===== config.mk =====
export PLATFORM = sky130hd
export DESIGN_NAME = tick_wdog
export DESIGN_NICKNAME = d
export VERILOG_FILES = /design/src/tick_wdog_pkg.sv /design/src/tick_wdog.sv
export SDC_FILE = /design/constraint.sdc
export NUM_CORES = 1
export LEC_CHECK = 0
export BUFFER_PORTS_ARGS = -buffer_cell sky130_fd_sc_hd__buf_2
export CORE_MARGIN = 2
export CORE_UTILIZATION = 62
export CTS_BUF_LIST = sky130_fd_sc_hd__clkbuf_8
export DETAILED_ROUTE_END_ITERATION = 8
export PLACE_DENSITY_LB_ADDON = 0.15
export SLEW_MARGIN = 20
export SYNTH_ARGS = -nofsm -noshare
export SYNTH_HDL_FRONTEND = slang
export SYNTH_SLANG_ARGS = --single-unit

===== constraint.sdc =====
create_clock -name clk_sys_i -period 3.95 [get_ports clk_sys_i]
set_input_delay 0.1975 -clock clk_sys_i [delete_from_list [all_inputs] [get_ports clk_sys_i]]
set_output_delay 0.1975 -clock clk_sys_i [all_outputs]
set_load 0.01 [all_outputs]

===== src/tick_wdog_pkg.sv =====
// Constants for the periodic tick and watchdog block
//
// Summary of operation
// - Bypass set feeds tick logic with module clock divided by 4.
// - Bypass writes ignored in normal modes, accepted in special modes.
// - Tick rate zero stops tick; code n gives period 2^(12+n).
// - Tick flag bit 7 sets each elapsed period, clear until first.
// - Writing one to flag bit 7 clears it; zero leaves it.
// - Monitor enabled and force clear: clock failure triggers monitor reset.
// - Monitor enable loads from the PLL supply input at reset.
// - Force-monitor set in normal modes keeps monitoring active until reset.
// - Force-monitor, window and rate bits write once in normal modes.
// - Force-failure bit forces monitor and/or watchdog reset as enabled.
// - Reset-disable blocks all system resets; special-only write, mode reset.
// - Watchdog rate zero off; codes 1-7 select 2^13..2^23 time-outs.
// - In window mode a service write before last quarter resets.
// - Arm value repeatable in window; restart value restarts time-out.
// - Restart does not clear the shared initial prescale divider.
// - Service is arm value then restart value; restart after second.
// - Expiry before completed service sequence asserts watchdog reset.
// - Other service values reset immediately; service register reads zero.
// - Tick interrupt requested while flag set and enable one.
// - Stop-in-wait halts tick and watchdog counters in wait mode.
package tick_wdog_pkg;
   // ------------------------------------------------------------------
   // Register map (byte addresses = index * 4)
   // ------------------------------------------------------------------
   localparam logic [7:0] IDX_TICK_CTRL = 8'h14;
   localparam logic [7:0] IDX_TICK_FLAG = 8'h15;
   localparam logic [7:0] IDX_WDOG_CTRL = 8'h16;
   localparam logic [7:0] IDX_WDOG_SERV = 8'h17;
   // ------------------------------------------------------------------
   // Field positions
   // ------------------------------------------------------------------
   localparam int TC_IRQ_EN  = 7;
   localparam int TC_SWAI    = 6;
   localparam int TC_SBCK    = 5;
   localparam int TC_BYP     = 3;
   localparam int TF_FLAG    = 7;
   localparam int WC_CME     = 7;
   localparam int WC_CLKMON_FORCE_ENABLE    = 6;
   localparam int WC_FORCE   = 5;
   localparam int WC_WIN     = 4;
   localparam int WC_RESET_DISABLE    = 3;
   // ------------------------------------------------------------------
   // Reset values and codes
   // ------------------------------------------------------------------
   localparam logic [2:0] WDOG_RATE_RST = 3'h7;
   localparam logic [7:0] SERV_ARM      = 8'h55;
   localparam logic [7:0] SERV_RESTART  = 8'hAA;
   localparam int         CHAIN_W       = 24;
   localparam int         PRESCALE_W    = 2;
   localparam int         BYPASS_DIV_LOG = 2;
   localparam int         TICK_BASE_LOG = 12;
   localparam logic [2:0] STRAP_WAIT    = 3'h4;
endpackage


===== src/tick_wdog.sv =====
// Periodic tick and watchdog with Avalon-MM register slave
`timescale 1ns/100ps
module tick_wdog
   import tick_wdog_pkg::*;
(
   // Clock and reset
   input  wire logic       clk_sys_i,
   input  wire logic       rst_n_i,
   // Module clock and mode inputs
   input  wire logic       slow_clk_en_i,
   input  wire logic       special_mode_i,
   input  wire logic       wait_mode_i,
   input  wire logic       debug_mode_i,
   input  wire logic       pll_supply_input_i,
   input  wire logic       clk_fail_i,
   // Avalon-MM slave
   input  wire logic [7:0] avs_address_i,
   input  wire logic       avs_read_i,
   input  wire logic       avs_write_i,
   input  wire logic [31:0] avs_writedata_i,
   input  wire logic [3:0] avs_byteenable_i,
   output logic [31:0]     avs_readdata_o,
   output logic            avs_waitrequest_o,
   // Outputs
   output logic            tick_irq_o,
   output logic            wdog_reset_o,
   output logic            clkmon_reset_o,
   output logic            clkmon_active_o
);
   // ------------------------------------------------------------------
   // Reset release and input synchronisers
   // ------------------------------------------------------------------
   logic [1:0] rst_sync_ff;
   logic       rst_n;
   always_ff @(posedge clk_sys_i or negedge rst_n_i) begin
      if (!rst_n_i) rst_sync_ff <= 2'h0;
      else rst_sync_ff <= {rst_sync_ff[0], 1'b1};
   end
   assign rst_n = rst_sync_ff[1];

   localparam int NSYNC = 6;
   logic [NSYNC-1:0] raw_in;
   logic [NSYNC-1:0] s1_ff;
   logic [NSYNC-1:0] s2_ff;
   logic [NSYNC-1:0] s3_ff;
   logic [NSYNC-1:0] filt_ff;
   assign raw_in = {slow_clk_en_i, special_mode_i, wait_mode_i, debug_mode_i,
                    pll_supply_input_i, clk_fail_i};
   always_ff @(posedge clk_sys_i or negedge rst_n) begin
      if (!rst_n) begin
         s1_ff   <= '0;
         s2_ff   <= '0;
         s3_ff   <= '0;
         filt_ff <= '0;
      end else begin
         s1_ff <= raw_in;
         s2_ff <= s1_ff;
         s3_ff <= s2_ff;
         for (int i = 0; i < NSYNC; i++) begin
            if (s2_ff[i] == s3_ff[i]) filt_ff[i] <= s3_ff[i];
         end
      end
   end
   logic slow_en;
   logic special;
   logic in_wait;
   logic in_debug;
   logic pll_sup;
   logic clk_fail;
   assign slow_en  = filt_ff[5];
   assign special  = filt_ff[4];
   assign in_wait  = filt_ff[3];
   assign in_debug = filt_ff[2];
   assign pll_sup  = filt_ff[1];
   assign clk_fail = filt_ff[0];

   // ------------------------------------------------------------------
   // Registers
   // ------------------------------------------------------------------
   logic       tick_irq_en_ff;
   logic       stop_in_wait_ff;
   logic       stop_in_debug_ff;
   logic       tick_divider_bypass_ff;
   logic [2:0] tick_rate_select_ff;
   logic       tick_flag_ff;
   logic       clkmon_enable_ff;
   logic       clkmon_force_enable_ff;
   logic       force_failure_reset_ff;
   logic       window_mode_ff;
   logic       reset_disable_ff;
   logic [2:0] watchdog_rate_select_ff;
   logic       once_ctrl_ff;
   logic       once_wdog_ff;
   logic       strap_done_ff;
   logic [2:0] strap_cnt_ff;

   logic       wr_acc;
   logic       rd_acc;
   logic       lane0;
   logic [7:0] wd;
   logic       wr_tctl;
   logic       wr_tflg;
   logic       wr_wctl;
   logic       wr_serv;
   logic       rd_done_ff;
   assign lane0   = avs_byteenable_i[0];
   assign wd      = avs_writedata_i[7:0];
   assign wr_acc  = avs_write_i & lane0;
   assign rd_acc  = avs_read_i & ~rd_done_ff;
   assign wr_tctl = wr_acc && avs_address_i == IDX_TICK_CTRL;
   assign wr_tflg = wr_acc && avs_address_i == IDX_TICK_FLAG;
   assign wr_wctl = wr_acc && avs_address_i == IDX_WDOG_CTRL;
   assign wr_serv = wr_acc && avs_address_i == IDX_WDOG_SERV;
   // One wait state on reads so read data stand as waitrequest drops
   always_ff @(posedge clk_sys_i or negedge rst_n) begin
      if (!rst_n) rd_done_ff <= 1'b0;
      else rd_done_ff <= avs_read_i & ~rd_done_ff;
   end
   assign avs_waitrequest_o = avs_read_i & ~rd_done_ff;

   logic halted;
   logic prescale_tick;
   logic tick_period;
   logic wdog_run;

   // Tick control register
   always_ff @(posedge clk_sys_i or negedge rst_n) begin
      if (!rst_n) begin
         tick_irq_en_ff         <= 1'b0;
         stop_in_wait_ff        <= 1'b0;
         stop_in_debug_ff       <= 1'b0;
         tick_divider_bypass_ff <= 1'b0;
         tick_rate_select_ff    <= 3'h0;
         once_ctrl_ff           <= 1'b0;
      end else if (wr_tctl) begin
         tick_irq_en_ff      <= wd[TC_IRQ_EN];
         tick_rate_select_ff <= wd[2:0];
         if (special || !once_ctrl_ff) begin
            stop_in_wait_ff  <= wd[TC_SWAI];
            stop_in_debug_ff <= wd[TC_SBCK];
         end
         if (special) tick_divider_bypass_ff <= wd[TC_BYP];
         once_ctrl_ff <= 1'b1;
      end
   end

   // Tick flag, set wins over clear
   always_ff @(posedge clk_sys_i or negedge rst_n) begin
      if (!rst_n) tick_flag_ff <= 1'b0;
      else if (tick_period) tick_flag_ff <= 1'b1;
      else if (wr_tflg && wd[TF_FLAG]) tick_flag_ff <= 1'b0;
   end
   assign tick_irq_o = tick_flag_ff & tick_irq_en_ff;

   // Strap sampling waits for the input filters to fill
   always_ff @(posedge clk_sys_i or negedge rst_n) begin
      if (!rst_n) strap_cnt_ff <= 3'h0;
      else if (strap_cnt_ff != STRAP_WAIT) strap_cnt_ff <= strap_cnt_ff + 3'h1;
   end

   // Watchdog control register
   always_ff @(posedge clk_sys_i or negedge rst_n) begin
      if (!rst_n) begin
         clkmon_enable_ff        <= 1'b0;
         clkmon_force_enable_ff  <= 1'b0;
         force_failure_reset_ff  <= 1'b0;
         window_mode_ff          <= 1'b0;
         reset_disable_ff        <= 1'b0;
         watchdog_rate_select_ff <= WDOG_RATE_RST;
         once_wdog_ff            <= 1'b0;
         strap_done_ff           <= 1'b0;
      end else if (!strap_done_ff) begin
         if (strap_cnt_ff == STRAP_WAIT) begin
            strap_done_ff    <= 1'b1;
            clkmon_enable_ff <= pll_sup;
            reset_disable_ff <= special;
         end
      end else if (wr_wctl) begin
         clkmon_enable_ff <= wd[WC_CME];
         if (special || !once_wdog_ff) begin
            if (special || wd[WC_CLKMON_FORCE_ENABLE]) clkmon_force_enable_ff <= wd[WC_CLKMON_FORCE_ENABLE];
            window_mode_ff          <= wd[WC_WIN];
            watchdog_rate_select_ff <= wd[2:0];
         end
         if (special) begin
            force_failure_reset_ff <= wd[WC_FORCE];
            reset_disable_ff       <= wd[WC_RESET_DISABLE];
         end
         once_wdog_ff <= 1'b1;
      end
   end

   // ------------------------------------------------------------------
   // Shared prescale chain
   // ------------------------------------------------------------------
   logic [PRESCALE_W-1:0] pre_ff;
   logic [CHAIN_W-1:0]    wdog_cnt_ff;
   logic [CHAIN_W-1:0]    tick_cnt_ff;
   assign halted = (stop_in_wait_ff & in_wait) | (stop_in_debug_ff & in_debug);
   assign prescale_tick = slow_en && !halted && pre_ff == '1;

   // Initial prescaler never cleared by a restart
   always_ff @(posedge clk_sys_i or negedge rst_n) begin
      if (!rst_n) pre_ff <= '0;
      else if (slow_en && !halted) pre_ff <= pre_ff + 1'b1;
   end

   function automatic logic [CHAIN_W-1:0] tick_limit(input logic [2:0] code, input logic byp);
      logic [CHAIN_W-1:0] v;
      v = '0;
      if (byp) v = CHAIN_W'(1) << (BYPASS_DIV_LOG - PRESCALE_W);
      else v = CHAIN_W'(1) << (TICK_BASE_LOG + code - PRESCALE_W);
      return v;
   endfunction

   function automatic logic [CHAIN_W-1:0] wdog_limit(input logic [2:0] code);
      logic [4:0] e;
      e = 5'd0;
      case (code)
         3'h1: e = 5'd13;
         3'h2: e = 5'd15;
         3'h3: e = 5'd17;
         3'h4: e = 5'd19;
         3'h5: e = 5'd21;
         3'h6: e = 5'd22;
         3'h7: e = 5'd23;
         default: e = 5'd13;
      endcase
      return CHAIN_W'(1) << (e - 5'(PRESCALE_W));
   endfunction

   // Tick counter; bypass gives one tick per prescaler wrap
   logic tick_step;
   assign tick_step = prescale_tick;
   assign tick_period = tick_rate_select_ff != 3'h0 && tick_step &&
                        tick_cnt_ff >= tick_limit(tick_rate_select_ff, tick_divider_bypass_ff) - 1'b1;
   always_ff @(posedge clk_sys_i or negedge rst_n) begin
      if (!rst_n) tick_cnt_ff <= '0;
      else if (tick_rate_select_ff == 3'h0) tick_cnt_ff <= '0;
      else if (tick_period) tick_cnt_ff <= '0;
      else if (tick_step) tick_cnt_ff <= tick_cnt_ff + 1'b1;
   end

   // ------------------------------------------------------------------
   // Watchdog
   // ------------------------------------------------------------------
   logic armed_ff;
   logic wdog_expire;
   logic early;
   logic bad_serv;
   logic [CHAIN_W-1:0] lim;
   assign wdog_run = watchdog_rate_select_ff != 3'h0;
   assign lim = wdog_limit(watchdog_rate_select_ff);
   assign wdog_expire = wdog_run && prescale_tick && wdog_cnt_ff >= lim - 1'b1;
   assign early = window_mode_ff && wdog_cnt_ff < lim - (lim >> 2);
   assign bad_serv = wr_serv && wdog_run &&
                     ((wd != SERV_ARM && wd != SERV_RESTART) || early);

   always_ff @(posedge clk_sys_i or negedge rst_n) begin
      if (!rst_n) begin
         wdog_cnt_ff <= '0;
         armed_ff    <= 1'b0;
      end else if (!wdog_run) begin
         wdog_cnt_ff <= '0;
         armed_ff    <= 1'b0;
      end else if (wr_serv && wd == SERV_RESTART && armed_ff) begin
         wdog_cnt_ff <= '0;
         armed_ff    <= 1'b0;
      end else begin
         if (wr_serv && wd == SERV_ARM) armed_ff <= 1'b1;
         if (prescale_tick) wdog_cnt_ff <= wdog_cnt_ff + 1'b1;
      end
   end

   // Reset requests, sticky until system reset
   logic cm_active;
   assign cm_active = clkmon_force_enable_ff | clkmon_enable_ff;
   assign clkmon_active_o = cm_active;
   always_ff @(posedge clk_sys_i or negedge rst_n) begin
      if (!rst_n) begin
         wdog_reset_o   <= 1'b0;
         clkmon_reset_o <= 1'b0;
      end else if (!reset_disable_ff) begin
         if (wdog_expire || bad_serv || (force_failure_reset_ff && wdog_run))
            wdog_reset_o <= 1'b1;
         if (cm_active && (clk_fail || force_failure_reset_ff))
            clkmon_reset_o <= 1'b1;
      end
   end

   // ------------------------------------------------------------------
   // Read path
   // ------------------------------------------------------------------
   always_ff @(posedge clk_sys_i or negedge rst_n) begin
      if (!rst_n) avs_readdata_o <= 32'h0;
      else if (rd_acc) begin
         case (avs_address_i)
            IDX_TICK_CTRL: avs_readdata_o <= {24'h0, tick_irq_en_ff, stop_in_wait_ff, stop_in_debug_ff,
                                              1'b0, tick_divider_bypass_ff, tick_rate_select_ff};
            IDX_TICK_FLAG: avs_readdata_o <= {24'h0, tick_flag_ff, 7'h0};
            IDX_WDOG_CTRL: avs_readdata_o <= {24'h0, clkmon_enable_ff, clkmon_force_enable_ff,
                                              force_failure_reset_ff, window_mode_ff, reset_disable_ff,
                                              watchdog_rate_select_ff};
            default: avs_readdata_o <= 32'h0;
         endcase
      end
   end

   // ------------------------------------------------------------------
   // Checks
   // ------------------------------------------------------------------
   chk_irq_follows: assert property (@(posedge clk_sys_i) disable iff (!rst_n)
      tick_irq_o == (tick_flag_ff && tick_irq_en_ff)) else $error("tick irq mismatch");
   chk_flag_set: assert property (@(posedge clk_sys_i) disable iff (!rst_n)
      tick_period |=> tick_flag_ff) else $error("tick flag not set");
   chk_bad_code: assert property (@(posedge clk_sys_i) disable iff (!rst_n)
      (wr_serv && wdog_run && !reset_disable_ff && wd != SERV_ARM && wd != SERV_RESTART) |=> wdog_reset_o)
      else $error("bad service not reset");
   chk_reset_disable_block: assert property (@(posedge clk_sys_i) disable iff (!rst_n)
      (reset_disable_ff && !wdog_reset_o) |=> !wdog_reset_o) else $error("reset despite disable");
   chk_byp_normal: assert property (@(posedge clk_sys_i) disable iff (!rst_n)
      (!special && strap_done_ff) |=> $stable(tick_divider_bypass_ff)) else $error("bypass changed");
   chk_expire_rst: assert property (@(posedge clk_sys_i) disable iff (!rst_n)
      (wdog_expire && !reset_disable_ff) |=> wdog_reset_o) else $error("expiry no reset");
   chk_rate_off: assert property (@(posedge clk_sys_i) disable iff (!rst_n)
      tick_rate_select_ff == 3'h0 |-> !tick_period) else $error("tick while off");
   chk_force_hold: assert property (@(posedge clk_sys_i) disable iff (!rst_n)
      (clkmon_force_enable_ff && !special) |=> clkmon_active_o) else $error("monitor dropped");
   chk_flag_clear: assert property (@(posedge clk_sys_i) disable iff (!rst_n)
      (wr_tflg && wd[TF_FLAG] && !tick_period) |=> !tick_flag_ff)
      else $error("tick flag not cleared");
   chk_flag_keep: assert property (@(posedge clk_sys_i) disable iff (!rst_n)
      (wr_tflg && !wd[TF_FLAG] && tick_flag_ff) |=> tick_flag_ff)
      else $error("tick flag lost on zero write");
   chk_flag_only: assert property (@(posedge clk_sys_i) disable iff (!rst_n)
      (!tick_flag_ff && !tick_period) |=> !tick_flag_ff)
      else $error("tick flag set without period");
   chk_bypass_step: assert property (@(posedge clk_sys_i) disable iff (!rst_n)
      (tick_divider_bypass_ff && tick_rate_select_ff != 3'h0 && prescale_tick) |-> tick_period)
      else $error("bypass step without tick");
   chk_halt_wait: assert property (@(posedge clk_sys_i) disable iff (!rst_n)
      (stop_in_wait_ff && in_wait) |-> !prescale_tick)
      else $error("counters run in wait");
   chk_serv_read: assert property (@(posedge clk_sys_i) disable iff (!rst_n)
      (rd_acc && avs_address_i == IDX_WDOG_SERV) |=> avs_readdata_o == 32'h0)
      else $error("service register read nonzero");
   chk_window_early: assert property (@(posedge clk_sys_i) disable iff (!rst_n)
      (wr_serv && wdog_run && early && !reset_disable_ff) |=> wdog_reset_o)
      else $error("early service not reset");
   chk_arm_sets: assert property (@(posedge clk_sys_i) disable iff (!rst_n)
      (wr_serv && wdog_run && wd == SERV_ARM) |=> armed_ff)
      else $error("arm value not taken");
   chk_restart_clear: assert property (@(posedge clk_sys_i) disable iff (!rst_n)
      (wr_serv && wdog_run && wd == SERV_RESTART && armed_ff) |=> (wdog_cnt_ff == '0 && !armed_ff))
      else $error("restart did not clear count");
   chk_wdog_off: assert property (@(posedge clk_sys_i) disable iff (!rst_n)
      !wdog_run |=> wdog_cnt_ff == '0)
      else $error("watchdog count while off");
   chk_force_wdog: assert property (@(posedge clk_sys_i) disable iff (!rst_n)
      (force_failure_reset_ff && wdog_run && !reset_disable_ff) |=> wdog_reset_o)
      else $error("forced watchdog reset missing");
   chk_force_clkmon: assert property (@(posedge clk_sys_i) disable iff (!rst_n)
      (force_failure_reset_ff && cm_active && !reset_disable_ff) |=> clkmon_reset_o)
      else $error("forced monitor reset missing");
   chk_clkmon_fail: assert property (@(posedge clk_sys_i) disable iff (!rst_n)
      (cm_active && clk_fail && !reset_disable_ff) |=> clkmon_reset_o)
      else $error("clock failure not reset");
   chk_reset_disable_clkmon: assert property (@(posedge clk_sys_i) disable iff (!rst_n)
      (reset_disable_ff && !clkmon_reset_o) |=> !clkmon_reset_o)
      else $error("monitor reset despite disable");
   chk_once_rate: assert property (@(posedge clk_sys_i) disable iff (!rst_n)
      (wr_wctl && strap_done_ff && once_wdog_ff && !special) |=> $stable(watchdog_rate_select_ff))
      else $error("rate written twice");
   chk_strap_load: assert property (@(posedge clk_sys_i) disable iff (!rst_n)
      (!strap_done_ff && strap_cnt_ff == STRAP_WAIT) |=> clkmon_enable_ff == $past(pll_sup))
      else $error("monitor enable strap wrong");
endmodule


======== Yosys cells after proc, flatten, opt, wreduce, memory -nomap -nowiden ========
Index checks and enable logic that the tools add are counted.
storage, ports and cells
  register bits ........................... 134
  latch bits .............................. 0
  memory bits (writable) .................. 0
  bits in read-only memories .............. 0
  bits of input ports ..................... 54
  output and inout port bits .............. 37
  logic and storage cells ................. 154
  memories kept ........................... 0
cells by class
  add/subtract/negate cells ............... 10
  $mul .................................... 0
  divide/modulo/power cells ............... 0
  $lt $le $gt $ge ......................... 3
  eq/ne operators ......................... 27
  shift operators ......................... 2
  muxes and demuxes ....................... 23
  bitwise operators ....................... 9
  reductions and logical operators ........ 46
operators with widths
  cell                                                  count
  two-way mux 24 bit                                    7
  adder 24 x 1 -> 24 bit (second input constant)        2
  >= comparator 24 bit                                  2
  subtractor 24 x 1 -> 24 bit (second input constant)   2
  equality test 8 x 5 -> 1 bit (second input constant)  4
  << shifter 1 x 32 -> 24 bit (first input constant)    1
  one-hot mux 5 bit (6 select lines)                    1
  < comparator 24 bit                                   1
  one-hot mux 8 bit (3 select lines)                    1
  << shifter 1 x 5 -> 24 bit (first input constant)     1
  subtractor 24 x 22 -> 24 bit                          1
  logical AND 1 bit                                     20
  equality test 3 bit (second input constant)           5
  two-way mux 1 bit                                     14
  AND reduction 2 bit                                   6
  AND reduction 3 bit                                   3
  nonzero test 3 bit                                    3
  equality test 8 x 7 -> 1 bit (second input constant)  1
  equality test 8 bit (second input constant)           1
  != test 8 x 7 -> 1 bit (second input constant)        1
  != test 8 bit (second input constant)                 1
  logical OR 1 bit                                      7
  equality test 1 bit                                   6
  equality test 3 x 2 -> 1 bit (second input constant)  2
  18 further kinds                                      27

======== Longest topological paths before layout ========
Gate-level depths: netlist of run 1.
  word-level depth ........................ 12
  depth in mapped cells ................... 25
  depth with buffers taken out ............ 22

======== Worst setup path before layout of run 1 ========
Ideal clock, no wire load.
  kind .................................... register to register
  from .................................... register watchdog_rate_select_ff[2]
  to ...................................... register wdog_reset_o
  data arrival time ....................... 4.934 ns
  data required time ...................... 3.868 ns
  slack ................................... -1.066 ns
  stages on the path, launching flop included .. 21
  buffers on the path ..................... 2
  period minus slack after synthesis ...... 5.016 ns
  cells stage by stage .................... dfstp_2 > clkbuf_1 > inv_1 > nor2_1 > a21oi_1 > ha_1 > clkbuf_1 > or4_1 > ha_1 > o21ai_0 > o21bai_1 > a2111oi_4 > o2111a_1 > o31ai_1 > a31o_2 > ha_1 > a21oi_1 > nand2_1 > a2111oi_0 > o221ai_1 > a31oi_1
on the way
  longest elaborated chain between the ends .. 12
  elaborated cells between the ends (all ways) .. 24
  those cells by class .................... add/sub (3); order compare (2); eq/ne (6); shift (1); mux (1); reduce/logical (11)
RTL lines
  item                                                                 RTL line          source
  start, declared                                                      tick_wdog.sv:91   logic [2:0] watchdog_rate_select_ff;
  start signal, assigned                                               tick_wdog.sv:183  watchdog_rate_select_ff <= wd[2:0];
  equality test 3 bit or equality test 3 x 2 -> 1 bit (tied branches)  tick_wdog.sv:219  case (code)
  one-hot mux 5 bit (6 select lines)                                   tick_wdog.sv:219
  subtractor 5 x 2 -> 5 bit                                            tick_wdog.sv:229  return CHAIN_W'(1) << (e - 5'(PRESCALE_W));
  << shifter 1 x 5 -> 24 bit                                           tick_wdog.sv:229
  subtractor 24 x 22 -> 24 bit                                         tick_wdog.sv:255  assign early = window_mode_ff && wdog_cnt_ff < lim - (lim >> 2);
  < comparator 24 bit                                                  tick_wdog.sv:255
  logical AND 1 bit                                                    tick_wdog.sv:255
  logical OR 1 bit                                                     tick_wdog.sv:257  ((wd != SERV_ARM && wd != SERV_RESTART) || early);
  logical AND 1 bit                                                    tick_wdog.sv:256  assign bad_serv = wr_serv && wdog_run &&
  logical OR 1 bit                                                     tick_wdog.sv:284  if (wdog_expire || bad_serv || (force_failure_reset_ff && wdog_run))
  logical OR 1 bit (*)                                                 tick_wdog.sv:284
  AND reduction 2 bit (no line) (*)                                    --
  end signal, assigned                                                 tick_wdog.sv:281  wdog_reset_o <= 1'b0;
  end signal, assigned                                                 tick_wdog.sv:285  wdog_reset_o <= 1'b1;
  end, declared                                                        tick_wdog.sv:26   output logic wdog_reset_o,
Every way passes the cells marked *; elsewhere a longest branch is shown, timed or not.
A chain may end at the register's enable or synchronous reset.

======== Worst setup path after layout of run 1 ========
  from .................................... register watchdog_rate_select_ff[0]
  to ...................................... register wdog_reset_o
The elaborated chain is that of the path after synthesis.

==> results of run 1 <==
## worst max-delay path by stage
stage | slack [ns] | end | cells after the start | start
6_report | -0.60 | wdog_reset_o | 20 | watchdog_rate_select_ff[0]
2_1_floorplan | -0.48 | wdog_reset_o | 22 | watchdog_rate_select_ff[0]
3_3_place_gp | -0.47 | wdog_reset_o | 19 | watchdog_rate_select_ff[0]
4_1_cts | -0.51 | wdog_reset_o | 19 | watchdog_rate_select_ff[0]
3_5_place_dp | -0.58 | wdog_reset_o | 20 | watchdog_rate_select_ff[2]
5_1_grt | -0.79 | wdog_reset_o | 24 | watchdog_rate_select_ff[2]
## critical path, stage by stage, from the launching register on
cell       delay, ns
dfstp_2         0.57
buf_4           0.12
nor2_2          0.05
a21oi_2         0.10
ha_2            0.28
nand2b_1        0.15
a21o_1          0.25
ha_1            0.29
nor2b_1         0.15
o2111ai_2       0.27
nand2_2         0.13
a2111o_1        0.40
a21oi_2         0.14
xor2_1          0.18
ha_1            0.28
a211oi_2        0.18
nor2_1          0.07
a211o_1         0.24
a311oi_2        0.29
o221ai_1        0.16
a31oi_1         0.18
## routing by layer
metal | GRT usage [%] | vias to the layer above
met5 | 0 | -
met1 | 34.48 | 3434
li1 | - | 3439
met2 | 51.98 | 171
met3 | 4.054 | 45
met4 | 11.09 | 0
## layout make-up
type / instances / area, um^2
multi-input cells: 739 / 5258
flip-flops and latches: 110 / 2760
well taps: 172 / 215.2
clock inverters: 7 / 58.81
inverters: 35 / 131.4
repair buffers: 119 / 837.1
fillers: 971 / 3338
clock buffers: 9 / 123.9
## power by group through the flow
stage / Clock (mW) / Sequential, mW / Combinational [mW]
6_report: 0.634 / 1.19 / 0.475
5_1_grt: 0.700 / 1.20 / 0.527
4_1_cts: 0.649 / 1.20 / 0.443
3_5_place_dp: 0 / 1.22 / 0.428
3_3_place_gp: 0 / 1.22 / 0.410
2_1_floorplan: 0 / 1.21 / 0.322
## sequential cells by signal (all words and copies together), names as in the netlist, 2 cells and up
signal	count
pre_ff	2
wdog_cnt_ff	24
filt_ff	6
tick_cnt_ff	24
s3_ff	6
rst_sync_ff	2
avs_readdata_o	8
s2_ff	6
watchdog_rate_select_ff	3
tick_rate_select_ff	3
strap_cnt_ff	3
s1_ff	6
## through the flow
step | hold WS [ns] | TNS, ns | util [%] | std cells | worst slack (ns)
6_report | 0.07483 | -0.6012 | 73.76 | 1191 | -0.6012
5_1_grt | 0.05574 | -0.7896 | 73.76 | 1191 | -0.7896
4_1_cts | 0.06107 | -0.5088 | 73.02 | 1186 | -0.5088
3_5_place_dp | -0.01465 | -0.5810 | 70.41 | 1158 | -0.5810
3_3_place_gp | -0.01768 | -0.4721 | 70.41 | 1158 | -0.4721
2_1_floorplan | -0.09809 | -0.4818 | - | 945 | -0.4818
## timing repair
item / 4_1_cts / 5_1_grt
hold buffers: 7 / 0
setup buffers: 5 / 4
resized for setup: 8 / 10
pin swaps: 11 / 17
setup endpoints to repair: 1 / 1
hold endpoints to repair: 8 / 0
## cell usage in the layout (no fill, tap or decap), drive strengths merged, types with 10 or more instances in the layout
master / count
inv: 38
dfrtp: 107
and3: 22
conb: 44
nor2b: 10
nor4: 14
mux2i: 12
xor2: 17
a21oi: 46
nor2: 71
nand3: 42
o21ai: 46
or3: 13
nand2: 72
xnor2: 33
buf: 112
ha: 95
mux2: 13
nand4: 22
nor3: 35
a21o: 12
nand2b: 13
## logic make-up after synthesis
group	Yosys count	share of synthesized area, %
AO/OA/AOI/OAI	175	14.28
XOR/XNOR	50	5.376
adder cells (fa/ha/maj)	102	15.57
buffers and inverters	96	5.729
flip-flops	110	33.84
multiplexers	25	3.271
other	2	0.09219
AND/OR/NAND/NOR	343	21.84
==> flow_metrics.tcl, run 1 <==
set metrics [dict create \
    final_hold_viol_count 0 \
    layout_setup_ws_ns -0.6012 \
    r2r-end "wdog_reset_o" \
    power.total_mw 2.301 \
    comb_power_share_pct 20.6 \
    vias_per_cell 5.952 \
    startpoint_type "flop" \
    post-route-drc-count 0 \
    antenna_found_initial 0 \
    wl_per_cell_um 16.73 \
    final_area_um2 9384 \
    first_pass_iters 5 \
    drt-initial-drc-count 502 \
    rr_worst_depth 20 \
    clock-sinks 110 \
    synth_top_area_share_pct 32.87 \
    gr-total-overflow 0 \
    synthArstFlopShare_pct 100.0 \
    drive_gt1_share_pct 18.74 \
    ant_nets 0 \
    status "finished, violations left" \
    synth_flop_cell "dfrtp_1" \
    clock-root-buffer "clkbuf_8" \
    synth_area_um2 8147 \
    fmax_mhz 219.7 \
    r2r_start "watchdog_rate_select_ff[0]" \
    yosys-top-cells-area "dfrtp_1 (33%), ha_1 (15%), xnor2_1 (3.5%), nand2_1 (3.3%), nor2_1 (3.3%)" \
    grt_use_total_pct 28.79 \
    p_clk_share_pct 27.6 \
    post-route-period-util_pct 115.2 \
    intPower_mw 1.596 \
    synth_enable_flop_cells 0 \
    ys_warn_count 0 \
    power_density_nw_per_um2 245.2 \
    yosysSeqAreaShare_pct 33.84 \
    slew_headroom_pct 59.06 \
    wl_met3_um 656 \
    violations "negative setup slack" \
    wl_met2_mm 10.44 \
    dieWidth_um 118.6 \
    switchingPower_uw 704.8 \
    criticalPathCategory "reg -> reg" \
    ys_types 74 \
    placed_cell_area_um2 8957 \
    rrSetupSlack_ns -0.60 \
    ir_drop_mv 0.2848 \
    grt_pass1_vias 7191 \
    skew_ns 0.01630 \
    hold_path.startpoint "avs_writedata_i[6]" \
    yosys_register_bits 110 \
    numCtsBuffers 9 \
    synthCells 903 \
    cp.required_ns 4.26 \
    arrival_ns 4.87 \
    rows 41 \
    port_buffers 39 \
    finalWirelength_mm 19.93 \
    syn_area_per_cell_um2 9.022 \
    critical_path_peak_fanout 7 \
    nets 1164 \
    end_kind "flop" \
    fp.dieArea_um2 14070 \
    place_congestion 0.9148 \
    diodes 0 \
    area_delta_synth_final_pct 15.19 \
    tritoncts "built" \
    post-dp-hpwl_mm 15.30 \
    holdCritPathClass "in -> reg" \
    leakage_nw 4.378 \
    netlist_top_cells_count "dfrtp_1 (107), ha_1 (95), nand2_1 (72)" \
    h-tree-depth 3 \
    design.portCount 91 \
    start_util_pct 64.03 \
    drt-met1-wl_mm 8.270 \
    core_area_um2 12720 \
    top_layer "met4" \
    post-route-min-period_ns 4.551 \
    synth_top_cell_by_area "dfrtp_1" \
    switching_share_pct 30.63 \
    grt_max_degree 87 \
    clkLatencyLatePin_ns 0.39 \
    rsz0062_at_grt "yes" \
    die_h_um 118.6 \
    hold_depth 2 \
    maxCapViolCount 0 \
    sequentialPowerShare_pct 51.8 \
    grt_pass1_wl_mm 33.39 \
    synth_most_common_cell "dfrtp_1" \
    final_max_slew_viol_count 0 \
    final-setup-viol-count 1 \
    cts.path.max_buffers 2 \
    vias 7089 \
    worst_slew_pin_slew_ns 0.6140 \
    clkTransAtPathRegs_ns 0.11 \
    hold_end "stop_in_wait_ff" \
]
Note: power is estimated with default switching activity, not from simulation.
==> inputs of run 2 (changes only) <==
CELL_PAD_IN_SITES_DETAIL_PLACEMENT = 1   (was unset)
CELL_PAD_IN_SITES_GLOBAL_PLACEMENT = 1   (was unset)
CORE_UTILIZATION = 47   (was 62)
REMOVE_ABC_BUFFERS = 1   (was unset)
==> run 2 against run 1 <==
The flow still finishes with violations (negative setup slack). Final area up 2.8%. Clock skew down 0.00053 ns. Combinational power up 5.7%. Critical path depth down 1. Setup slack worse by 0.12 ns. Register-to-register slack worse by 0.12 ns. Critical path type unchanged. Total power up 4.9%.
==> flow_metrics.tcl, run 2 (synthesis results as in run 1) <==
set metrics [dict create \
    cp.required_ns 4.23 \
    clkTransAtPathRegs_ns 0.13 \
    diodes 0 \
    port_buffers 39 \
    die_h_um 135.7 \
    start_util_pct 47.60 \
    slew_headroom_pct 48.90 \
    vias_per_cell 5.747 \
    ant_nets 0 \
    drt-initial-drc-count 296 \
    post-route-min-period_ns 4.670 \
    dp_slack_ns -1.080 \
    h-tree-depth 3 \
    post-route-period-util_pct 118.2 \
    nets 1183 \
    final_max_slew_viol_count 0 \
    power_density_nw_per_um2 250.2 \
    nFillCells 2025 \
    grt_pass1_vias 7939 \
    gr-total-overflow 0 \
    dieWidth_um 135.7 \
    grt_max_degree 62 \
    layout_setup_ws_ns -0.7198 \
    power.total_mw 2.414 \
    critical_path_peak_fanout 5 \
    drive_gt1_share_pct 20.62 \
    criticalPathCategory "reg -> reg" \
    rows 48 \
    clock-sinks 110 \
    place_congestion 0.8816 \
    core_area_um2 17120 \
    post-dp-hpwl_mm 18.03 \
    area_delta_synth_final_pct 18.45 \
    leakage_nw 4.489 \
    final-setup-viol-count 1 \
    grt_use_total_pct 26.21 \
    antenna_found_initial 0 \
    slowest_delay_ns 0.59 \
    fmax_mhz 214.1 \
    holdCritPathClass "in -> reg" \
    end_kind "flop" \
    first_pass_iters 6 \
    cts.path.max_buffers 2 \
    violations "negative setup slack" \
    finalSetupTns_ns -0.7198 \
    worst_slew_pin_slew_ns 0.7664 \
    arrival_ns 4.95 \
    fp.dieArea_um2 18400 \
    startpoint_type "flop" \
    final_hold_viol_count 0 \
    skew_ns 0.01577 \
    design.portCount 91 \
    status "finished, violations left" \
    post-route-drc-count 0 \
    final_common_cell "dfrtp_1" \
    reg_top3 "tick_cnt_ff x24, wdog_cnt_ff x24, avs_readdata_o x8" \
    layout_common_cells "dfrtp_1 (106), ha_1 (90), buf_4 (88)" \
    rsz0062_at_grt "yes" \
    clock-root-buffer "clkbuf_8" \
    finalWirelength_mm 23.16 \
    slowest_stage "dfstp_2" \
    cp.buffers_inverters 2 \
    wl_per_cell_um 18.34 \
    tritoncts "built" \
    fin_util_pct 56.37 \
    numCtsBuffers 9 \
    maxCapViolCount 0 \
    ir_drop_mv 0.2539 \
    clkLatencyLatePin_ns 0.40 \
    crit_family "compound AO/OA/AOI/OAI gates" \
    grt_pass1_wl_mm 38.35 \
    vias 7259 \
    crit_chain "buf_6, nor2_2, a21oi_2, ha_4, buf_6, nand2b_1, a21o_1, fa_2, a211oi_2, o21bai_2, a2111oi_4, o2111a_1, o31ai_1, a31o_2, ha_4, nand4_1, or3_1, o221ai_1, a31oi_1" \
]
## run 2: changes by cell type in the layout (fill, tap and decap cells not counted), sizes merged
cell / before / now
clkinvlp: 2 / 0
buf: 112 / 131
clkinv: 2 / 3
inv: 38 / 39
## run 2: routing by layer
layer	vias up	track usage [%]	part of all wire, %
li1	3468	-	-
met1	3652	30.32	42
met2	99	49.69	53
met3	40	2.768	2.0
met4	0	9.433	2.3
met5	-	0	0
## run 2: worst paths after layout
path	start	endpoint	slack, ns	cells after the start
worst min-delay path	avs_writedata_i[6]	stop_in_wait_ff	0.07	2
worst max-delay path	watchdog_rate_select_ff[0]	wdog_reset_o	-0.72	19
max in group asynchronous	rst_sync_ff[1]	wdog_cnt_ff[11]	2.66	1
worst max register to register	watchdog_rate_select_ff[0]	wdog_reset_o	-0.72	19
worst min register to register	s1_ff[2]	s2_ff[2]	0.36	0
min in group asynchronous	rst_n_i	rst_sync_ff[1]	0.11	2
## run 2: power by group
group          internal [mW]  total, mW  switching, mW
combinational          0.213      0.502          0.288
clock                  0.261      0.716          0.456
sequential              1.16       1.20         0.0363
total                   1.63       2.41          0.780
## run 2: layout make-up
type	count	area, um^2	share of cell area, %
clock buffers	9	123.9	1.284
inverters	35	131.4	1.362
flip-flops and latches	110	2760	28.60
multi-input cells	739	5281	54.73
clock inverters	7	91.34	0.9466
repair buffers	138	979.7	10.15
well taps	225	281.5	2.918
## run 2: timing repair
action / CTS / global route
pin swaps: 28 / 1
gates resized for setup: 44 / 3
setup endpoints to repair: 1 / 1
endpoints found under the hold margin: 8 / 0
hold buffers: 7 / 0
gates cloned: 0 / 0
setup buffers: 8 / 0
## run 2: metrics by stage
| stage | hold slack [ns] | std cells | area [um^2] |
|---|---|---|---|
| 3_5_place_dp | -0.01464 | 1232 | 9092 |
| 6_report | 0.07440 | 1263 | 9649 |
| 4_1_cts | 0.06574 | 1263 | 9641 |
| 3_3_place_gp | -0.01757 | 1232 | 9092 |
| 5_1_grt | 0.06835 | 1263 | 9649 |
| 2_1_floorplan | -0.09809 | 884 | 7969 |
